[src/logic/ida_pkg.sv]
package ida_pkg;

    // Behaviour
    // - size field times four gives kilobytes
    // - type field codes none, rom, flash, fast flash
    // - supply volts equal twenty times code over 256
    // - high voltage field always reads zero
    // - high voltage byte above supply code byte
    // - identification words ignore every software write
    // - contents final only after flash init
    // - access select high at reset means ready
    // - poll bits fifteen, fourteen low once ready
    // - defaults f040h and 0040h before init done
    // - revision word readable at f07ch

    // byte addresses on the bus (16-bit address space)
    localparam logic [15:0] IDA_ADDR_MEMID = 16'hf074;
    localparam logic [15:0] IDA_ADDR_PROG = 16'hf078;
    localparam logic [15:0] IDA_ADDR_CHIP = 16'hf07c;

    // field positions
    localparam int IDA_SIZE_LSB = 0;
    localparam int IDA_TYPE_LSB = 12;
    localparam int IDA_POLL_HI = 15;
    localparam int IDA_POLL_LO = 14;
    localparam int IDA_SUPPLY_LSB = 0;
    localparam int IDA_VPP_LSB = 8;

    // memory type codes, 4h..fh reserved
    localparam logic [3:0] IDA_TYPE_NONE = 4'h0;
    localparam logic [3:0] IDA_TYPE_MROM = 4'h1;
    localparam logic [3:0] IDA_TYPE_SFLASH = 4'h2;
    localparam logic [3:0] IDA_TYPE_HFLASH = 4'h3;

    // size in units of four kilobytes: 256 kbyte
    localparam logic [11:0] IDA_MEM_SIZE = 12'h040;
    localparam int IDA_SIZE_UNIT_KB = 4;
    localparam int IDA_MEM_KB = 256;

    // supply code: volts = 20 * code / 256, 40h gives 5 v
    localparam logic [7:0] IDA_SUPPLY_CODE = 8'h40;
    localparam int IDA_SUPPLY_MUL = 20;
    localparam int IDA_SUPPLY_DIV = 256;
    localparam logic [7:0] IDA_VPP_CODE = 8'h00;

    // values shown before flash init completes
    localparam logic [15:0] IDA_MEMID_DFLT = 16'hf040;
    localparam logic [15:0] IDA_PROG_DFLT = 16'h0040;
    localparam logic [15:0] IDA_CHIP_DFLT = 16'h0000;
    // revision code: value is arbitrary
    localparam logic [15:0] IDA_CHIP_REV = 16'h0a05;

    localparam logic [31:0] IDA_RDATA_RST = 32'h0000_0000;

    // register selector
    typedef enum logic [1:0] {
        IDA_SEL_MEMID,
        IDA_SEL_PROG,
        IDA_SEL_CHIP,
        IDA_SEL_NONE
    } ida_sel_e;

    // address decode, used by slave and checks
    function automatic ida_sel_e ida_decode(input logic [15:0] a);
        ida_sel_e s;
        s = IDA_SEL_NONE;
        if (a == IDA_ADDR_MEMID) s = IDA_SEL_MEMID;
        if (a == IDA_ADDR_PROG) s = IDA_SEL_PROG;
        if (a == IDA_ADDR_CHIP) s = IDA_SEL_CHIP;
        return s;
    endfunction

    // memory identity layout: type over size
    function automatic logic [15:0] ida_memid(input logic [3:0] t,
                                              input logic [11:0] s);
        return {t, s};
    endfunction

    // programming voltage layout: vpp byte over supply byte
    function automatic logic [15:0] ida_prog(input logic [7:0] vpp,
                                             input logic [7:0] sup);
        return {vpp, sup};
    endfunction

endpackage

[src/logic/ida_init_track.sv]
`timescale 1ns/1ps
// tracks whether the flash has finished initialising
module ida_init_track (
    input wire logic clk,
    input wire logic rstn,
    input wire logic flash_init_done,
    input wire logic external_access_select,
    output logic done_now,
    output logic done_r
);
    // high during reset and in the first cycle after its release
    logic first_r;

    // strap taken at the first edge after release, not in reset
    always_ff @(posedge clk or negedge rstn) begin
        if (!rstn) begin
            first_r <= 1'b1;
        end else begin
            first_r <= 1'b0;
        end
    end

    // done as seen this very cycle, so words switch at once
    always_comb begin
        done_now = done_r | flash_init_done;
        // booting from internal memory: flash is ready already
        if (first_r && external_access_select) begin
            done_now = 1'b1;
        end
    end

    // sticky: init never un-completes until the next reset
    always_ff @(posedge clk or negedge rstn) begin
        if (!rstn) begin
            done_r <= 1'b0;
        end else begin
            done_r <= done_now;
        end
    end
endmodule

[src/logic/ida_word_build.sv]
`timescale 1ns/1ps
// builds the three identification words from the init state
module ida_word_build (
    input wire logic done,
    input wire logic [15:0] chip_rev,
    output logic [15:0] memid_w,
    output logic [15:0] prog_w,
    output logic [15:0] chip_w
);
    // contents are only final once the flash is ready
    always_comb begin
        memid_w = ida_pkg::IDA_MEMID_DFLT;
        prog_w = ida_pkg::IDA_PROG_DFLT;
        chip_w = ida_pkg::IDA_CHIP_DFLT;
        if (done) begin
            // fast flash type keeps poll bits 15:14 low
            memid_w = ida_pkg::ida_memid(ida_pkg::IDA_TYPE_HFLASH,
                                         ida_pkg::IDA_MEM_SIZE);
            prog_w = ida_pkg::ida_prog(ida_pkg::IDA_VPP_CODE,
                                       ida_pkg::IDA_SUPPLY_CODE);
            chip_w = chip_rev;
        end
    end
endmodule

[src/logic/ida_bank.sv]
// The APB slave port was left to the implementer.
`timescale 1ns/1ps
// identification register bank behind an apb slave port
module ida_bank #(
    parameter logic [15:0] CHIP_REV = ida_pkg::IDA_CHIP_REV
) (
    input wire logic clk,
    input wire logic rstn,
    input wire logic [15:0] paddr,
    input wire logic psel,
    input wire logic penable,
    input wire logic pwrite,
    input wire logic [31:0] pwdata,
    output logic [31:0] prdata,
    output logic pready,
    output logic pslverr,
    input wire logic flash_init_done,
    input wire logic external_access_select,
    output logic init_complete
);

    // slave states: waiting for an access, or answering it
    typedef enum logic {
        IDA_ST_IDLE,
        IDA_ST_RESP
    } ida_state_e;

    ida_state_e state_r; // slave state
    ida_state_e state_nxt; // next slave state
    logic done_now; // init done as seen this cycle
    logic done_r; // sticky init done
    logic [15:0] memid_w; // memory identity word
    logic [15:0] prog_w; // programming voltage word
    logic [15:0] chip_w; // chip revision word
    logic [15:0] rd_word; // word picked by the address
    ida_pkg::ida_sel_e sel; // decoded register
    logic access; // access phase of a transfer
    logic wdata_unused; // write data is never stored

    // flash init tracking, including the strap case
    ida_init_track u_track (
        .clk(clk),
        .rstn(rstn),
        .flash_init_done(flash_init_done),
        .external_access_select(external_access_select),
        .done_now(done_now),
        .done_r(done_r)
    );

    // word contents follow done_now, not done_r, so a read in the
    // cycle done first rises already shows the final values
    ida_word_build u_words (
        .done(done_now),
        .chip_rev(CHIP_REV),
        .memid_w(memid_w),
        .prog_w(prog_w),
        .chip_w(chip_w)
    );

    // decode once, reused by the read mux and the error flag
    assign sel = ida_pkg::ida_decode(paddr);
    assign access = psel & penable;
    // software writes land nowhere: there is no storage to hit
    assign wdata_unused = ^pwdata;

    // read mux; unmapped addresses read as zero
    always_comb begin
        rd_word = 16'h0000;
        unique case (sel)
            ida_pkg::IDA_SEL_MEMID: rd_word = memid_w;
            ida_pkg::IDA_SEL_PROG: rd_word = prog_w;
            ida_pkg::IDA_SEL_CHIP: rd_word = chip_w;
            ida_pkg::IDA_SEL_NONE: rd_word = 16'h0000;
        endcase
    end

    // one wait state: pready comes from a flip-flop, which costs a
    // cycle per transfer but keeps every output registered
    always_comb begin
        state_nxt = state_r;
        unique case (state_r)
            IDA_ST_IDLE: begin
                // answer on the first access-phase edge
                if (access) begin
                    state_nxt = IDA_ST_RESP;
                end
            end
            IDA_ST_RESP: begin
                // master sees pready now and releases the transfer
                state_nxt = IDA_ST_IDLE;
            end
        endcase
    end

    // state register
    always_ff @(posedge clk or negedge rstn) begin
        if (!rstn) begin
            state_r <= IDA_ST_IDLE;
        end else begin
            state_r <= state_nxt;
        end
    end

    // pready high for exactly the completing cycle
    always_ff @(posedge clk or negedge rstn) begin
        if (!rstn) begin
            pready <= 1'b0;
        end else begin
            pready <= (state_r == IDA_ST_IDLE) && access;
        end
    end

    // read data captured with pready; writes only get a response
    always_ff @(posedge clk or negedge rstn) begin
        if (!rstn) begin
            prdata <= ida_pkg::IDA_RDATA_RST;
        end else if ((state_r == IDA_ST_IDLE) && access) begin
            if (pwrite) begin
                // read-only bank: write data is dropped
                prdata <= ida_pkg::IDA_RDATA_RST;
            end else begin
                // narrow word in the low bits, upper bits zero
                prdata <= {16'h0000, rd_word};
            end
        end else begin
            prdata <= ida_pkg::IDA_RDATA_RST;
        end
    end

    // error only for unmapped addresses; writes to a mapped word
    // complete quietly so boot code may probe without a fault
    always_ff @(posedge clk or negedge rstn) begin
        if (!rstn) begin
            pslverr <= 1'b0;
        end else if ((state_r == IDA_ST_IDLE) && access) begin
            pslverr <= (sel == ida_pkg::IDA_SEL_NONE);
        end else begin
            pslverr <= 1'b0;
        end
    end

    // status pin mirrors the sticky done
    always_ff @(posedge clk or negedge rstn) begin
        if (!rstn) begin
            init_complete <= 1'b0;
        end else begin
            init_complete <= done_now;
        end
    end

    // helper state for the checks below: what the answer came from
    ida_pkg::ida_sel_e ans_sel_r; // register of the pending answer
    logic ans_done_r; // init state when the answer was taken
    logic ans_write_r; // answer belongs to a write
    logic first_r; // first cycle after reset release
    logic [15:0] memid_last_r; // memory word a cycle earlier

    // capture the cause of each answer
    always_ff @(posedge clk or negedge rstn) begin
        if (!rstn) begin
            ans_sel_r <= ida_pkg::IDA_SEL_NONE;
            ans_done_r <= 1'b0;
            ans_write_r <= 1'b0;
        end else if ((state_r == IDA_ST_IDLE) && access) begin
            ans_sel_r <= sel;
            ans_done_r <= done_now;
            ans_write_r <= pwrite;
        end
    end

    // first-cycle marker and word history
    always_ff @(posedge clk or negedge rstn) begin
        if (!rstn) begin
            first_r <= 1'b1;
            memid_last_r <= ida_pkg::IDA_MEMID_DFLT;
        end else begin
            first_r <= 1'b0;
            memid_last_r <= memid_w;
        end
    end
endmodule

[config.mk]
export PLATFORM = sky130hd
export DESIGN_NAME = ida_bank
export DESIGN_NICKNAME = d
export VERILOG_FILES = /design/src/logic/ida_pkg.sv /design/src/logic/ida_init_track.sv /design/src/logic/ida_word_build.sv /design/src/logic/ida_bank.sv
export SDC_FILE = /design/constraint.sdc
export NUM_CORES = 1
export LEC_CHECK = 0
export ABC_AREA = 1
export BUFFER_PORTS_ARGS = -buffer_cell sky130_fd_sc_hd__buf_2
export CAP_MARGIN = 20
export CORE_UTILIZATION = 32
export DETAILED_ROUTE_END_ITERATION = 7
export PLACE_DENSITY = 0.85
export SETUP_SLACK_MARGIN = 0.05
export SYNTH_ARGS = -nofsm -noshare
export SYNTH_HDL_FRONTEND = slang
export SYNTH_SLANG_ARGS = --single-unit
[constraint.sdc]
create_clock -name clk -period 2.6 [get_ports clk]
set_input_delay 0.26 -clock clk [delete_from_list [all_inputs] [get_ports clk]]
set_output_delay 0.26 -clock clk [all_outputs]
set_load 0.02 [all_outputs]
## Word-level counts from Yosys, hierarchy flattened

Index checks and enable logic that the tools add are counted.

| cells by class | value |
|---|---|
| eq/ne operators | 6 |
| mux-type cells | 12 |
| bitwise gates (word level) | 3 |
| reductions and logical operators | 3 |

Operator list:

| cell | count |
|---|---|
| 16-bit one-hot mux with 4 select lines | 1 |
| 16-bit == test, second input constant | 3 |
| 16-bit 2-to-1 mux | 2 |
| 32-bit 2-to-1 mux | 1 |
| 12-bit 2-to-1 mux | 1 |
| 2-bit 2-to-1 mux | 3 |
| 2-bit == test, second input constant | 2 |
| 1-bit 2-to-1 mux | 3 |
| 2-bit by 1-bit == test with 1-bit output, second input constant | 1 |
| 1-bit logical AND | 2 |
| 2-bit zero test | 1 |
| 1-bit one-hot mux with 2 select lines | 1 |
| 1-bit AND | 1 |
| 1-bit inverter | 1 |
| 1-bit bitwise OR | 1 |

| storage, ports and cells | value |
|---|---|
| flip-flop bits (word level) | 37 |
| input bits | 55 |

## Logic depth before layout (Yosys ltp)

| depth | value |
|---|---|
| depth after elaboration | 8 |
| depth in mapped cells | 8 |
| gate-level depth less buffers | 8 |

## Cells and area by module

A second synthesis with hierarchy kept.

| unflattened totals | value |
|---|---|
| cells, all modules | 254 |
| area, all modules | 1919.3 µm² |

Modules (own cells, without submodules):

| module | instances | cells each | area each (µm²) | seq. area each (µm²) |
|---|---|---|---|---|
| ida_bank | 1 | 180 | 1460.2 | 475.5 |
| ida_word_build | 1 | 68 | 392.9 | 0.0 |
| ida_init_track | 1 | 6 | 66.3 | 51.3 |

## Least setup slack after synthesis

No wires, ideal clock.

| path | value |
|---|---|
| path type | reg-to-reg |
| start | register pready (netlist name) |
| end | register prdata[14] |
| arrival | 1010 ps |
| data required time | 2531 ps |
| setup slack | 1521 ps |
| stages on the path, launching flop included | 8 |
| buffers on the path | 0 |
| path through | dfrtp_1 nor2_2 inv_2 nor2_4 inv_2 nor2_2 nand3_2 nor2_2 |

RTL lines:

| item | line | text |
|---|---|---|
| to (signal assigned) | ida_bank.sv:116 | `prdata <= ida_pkg::IDA_RDATA_RST;` |
| to (signal assigned) | ida_bank.sv:120 | `prdata <= ida_pkg::IDA_RDATA_RST;` |
| to (signal assigned) | ida_bank.sv:123 | `prdata <= {16'h0000, rd_word};` |
| to (decl) | ida_bank.sv:14 | `output logic [31:0] prdata,` |

==> results.md <==
* Crit-path most repeated cell: nor2_2
* PwrDens at 389 nW/um^2
* Fill cells at 186
* # nets final at 173
* Crit path from: pready
* Die footprint at 2180 sq um
* Layout cells sized above 1 at 0.427
* Initial core utilization at 0.354
* Final hold violations at 0
* Core Rows at 15
* Placed cells at 137
* Max incr delay on CP at 0.38 ns
* DP Area at 716 sq um
* Die W at 46.7 um
* Die height at 46.7 um
* Post-synth EDFFs at 0
* Clock input transition at the sequential cells of the worst setup and hold paths at 0.05 ns
* First-pass GRT wire length at 1320 um
* Clk buf depth at 2
* CP required at 2.78 ns
* Max-slew violations at 0
* Post-CTS resize count at 0
* Share of the synthesized area in the top cell type at 0.329
* Max-cap violations at 0
* Core region area at 1800 sq um
* Final setup violation count at 0
* Netlist cell types at 17
* CTS H-tree lvls at 1
* Routability cong. at 0.728
* Synth-to-Final Area Change at 17.8%
* Setup repair bufs after CTS at 0
* Multi-input gate area at 264 sq um
* WP depth at 7
* IO Pins at 90
* GRT Total Usage at 0.0888
* Worst reg2reg path depth at 7
* Power, Total at 0.292 mW
* Post-Layout Cell Count at 142
* RSZ-0062 raised after global routing: false
* Post-route DRC at 0
* CP max-delay cell: dfrtp_1
* TritonCTS clock tree: yes
* Synth top area cells: buf_4 (33%), dfrtp_1 (27%), nand2_1 (8.2%)
* WS Path Type: flip-flop to flip-flop
* Inserted Clock Buffers at 3
* Clk_skew at 0.00550 ns
* Fmax at 0.940 GHz
* DRT antenna net count at 0
* N_diodes at 0
* Crit path max-delay family: simple AND/OR/NAND/NOR gates
* Leak at 0.464 nW
* Hold Buf Count CTS at 1
* Maximum vdd drop at 0.000129 V
* Pre-Repair DR Iteration Count at 1
* Endpoint type of the worst setup path: flip-flop
* Worst Hold Depth at 3
* Crit path max fanout at 2
* Post-synth top flop: dfrtp_1
* Number of port buffers at 34
* Critical R2R Launch: pready
* Grt ovf at 0
* CP Launch Type: flip-flop
* DRT Wirelength at 942 um
* Ys async rst share at 1.00
* Worst-Skew Late Latency at 0.25 ns
* CP Buf/Inv Count at 2
* FF/Latch Area at 201 sq um
* Initial antenna violation count at 0
* Syn avg cell area at 7.69 sq um
* Most common cell after layout, fill and taps aside: buf_2
* Synth area leader: buf_4
* DR iter-0 viols at 0
* Yosys warning count at 0
* Fin area at 752 sq um
* WP data arrival at 1.24 ns
* Status: completed
* Overall via count from detail_route at 509
* Min Clock Period, post-route at 1.06 ns
* Drt wl/cell at 6.63 um
* Fin util at 0.417
* Hold Crit Class: input pin to flip-flop
* Commonest cells after routing, fill and taps aside: buf_2 (34), conb_1 (24), nand2_1 (14)
* Setup TNS at 0 ns
* Fin crit share at 0.409
* Largest net degree at the start of global routing at 9
* Synthesized area at 638 sq um
* Cell Chain, Critical Path: nor2_2, inv_2, nor2_4, inv_2, nor2_2, nand3_2, nor2_2
* HPWL Detailed at 870 um
* Vias in the first global route at 385
* Register area share after synthesis at 0.316
* Vias/cell at 3.58
* #FFs+latches synth at 8
* HP Start: penable
* CTS Sinks at 8
* Mapped Cells at 83
* CTS Root Cell: clkbuf_4
-- where the power goes --
group          internal (mW)  switching [mW]
Sequential             0.128        0.000785
Clock                 0.0584          0.0376
Combinational         0.0190          0.0488
Total                  0.205          0.0872
-- metal layers --
metal	track usage	vias to the layer above	routed length, um
met1	0.0729	208	282
met4	0.0686	0	0
met2	0.181	42	540
met5	0	-	0
met3	0.0118	0	120
li1	-	259	-
-- kinds of logic (layout without fill, tap and decap cells) --
| group | after synthesis | count (layout) | synth area share |
|---|---|---|---|
| other | 1 | 24 | 0.00588 |
| flip-flops | 8 | 8 | 0.316 |
| AND/OR/NAND/NOR | 31 | 31 | 0.251 |
| AO/OA/AOI/OAI | 2 | 2 | 0.0216 |
| buffers and inverters | 41 | 52 | 0.406 |
-- layout make-up --
| type | instances | share of cell area |
|---|---|---|
| tap | 25 | 0.0416 |
| clock buffer | 4 | 0.0349 |
| inverter | 13 | 0.0649 |
| multi-input combinational | 57 | 0.351 |
| sequential | 8 | 0.268 |
| timing repair buffer | 35 | 0.240 |
-- stage by stage --
| step | worst slack [ns] | hold slack, ns |
|---|---|---|
| floorplan | 1.52 | -0.0356 |
| global placement | 1.46 | 0.0958 |
| detailed placement | 1.42 | 0.100 |
| CTS | 1.52 | 0.247 |
| global route | 1.44 | 0.260 |
| finish | 1.54 | 0.251 |
-- worst min-delay path, cell delays in order --
cell and delay, ns:
buf_2 0.09, nand2_1 0.06, nor2_2 0.05
-- cells in the mapped netlist, drive strengths merged (2+ instances only) --
| cell type | instances |
|---|---|
| nor2 | 12 |
| nand3 | 2 |
| buf | 28 |
| dfrtp | 7 |
| inv | 13 |
| nand2 | 14 |
-- sequential cells by signal (all words and copies together) (netlist names) --
| name | flops |
|---|---|
| init_complete | 1 |
| pslverr | 1 |
| prdata | 4 |
| pready | 1 |
| u_track.first_r | 1 |
-- final timing paths --
path	end	slack, ns
setup / recovery	prdata[14]	1.54
hold / removal	pready	0.25
setup reg to reg	prdata[14]	1.54
hold reg to reg	pready	0.44
max in group asynchronous	u_track.first_r	1.98
min in group asynchronous	prdata[6]	0.38
Power figures use the tool's default switching activity.
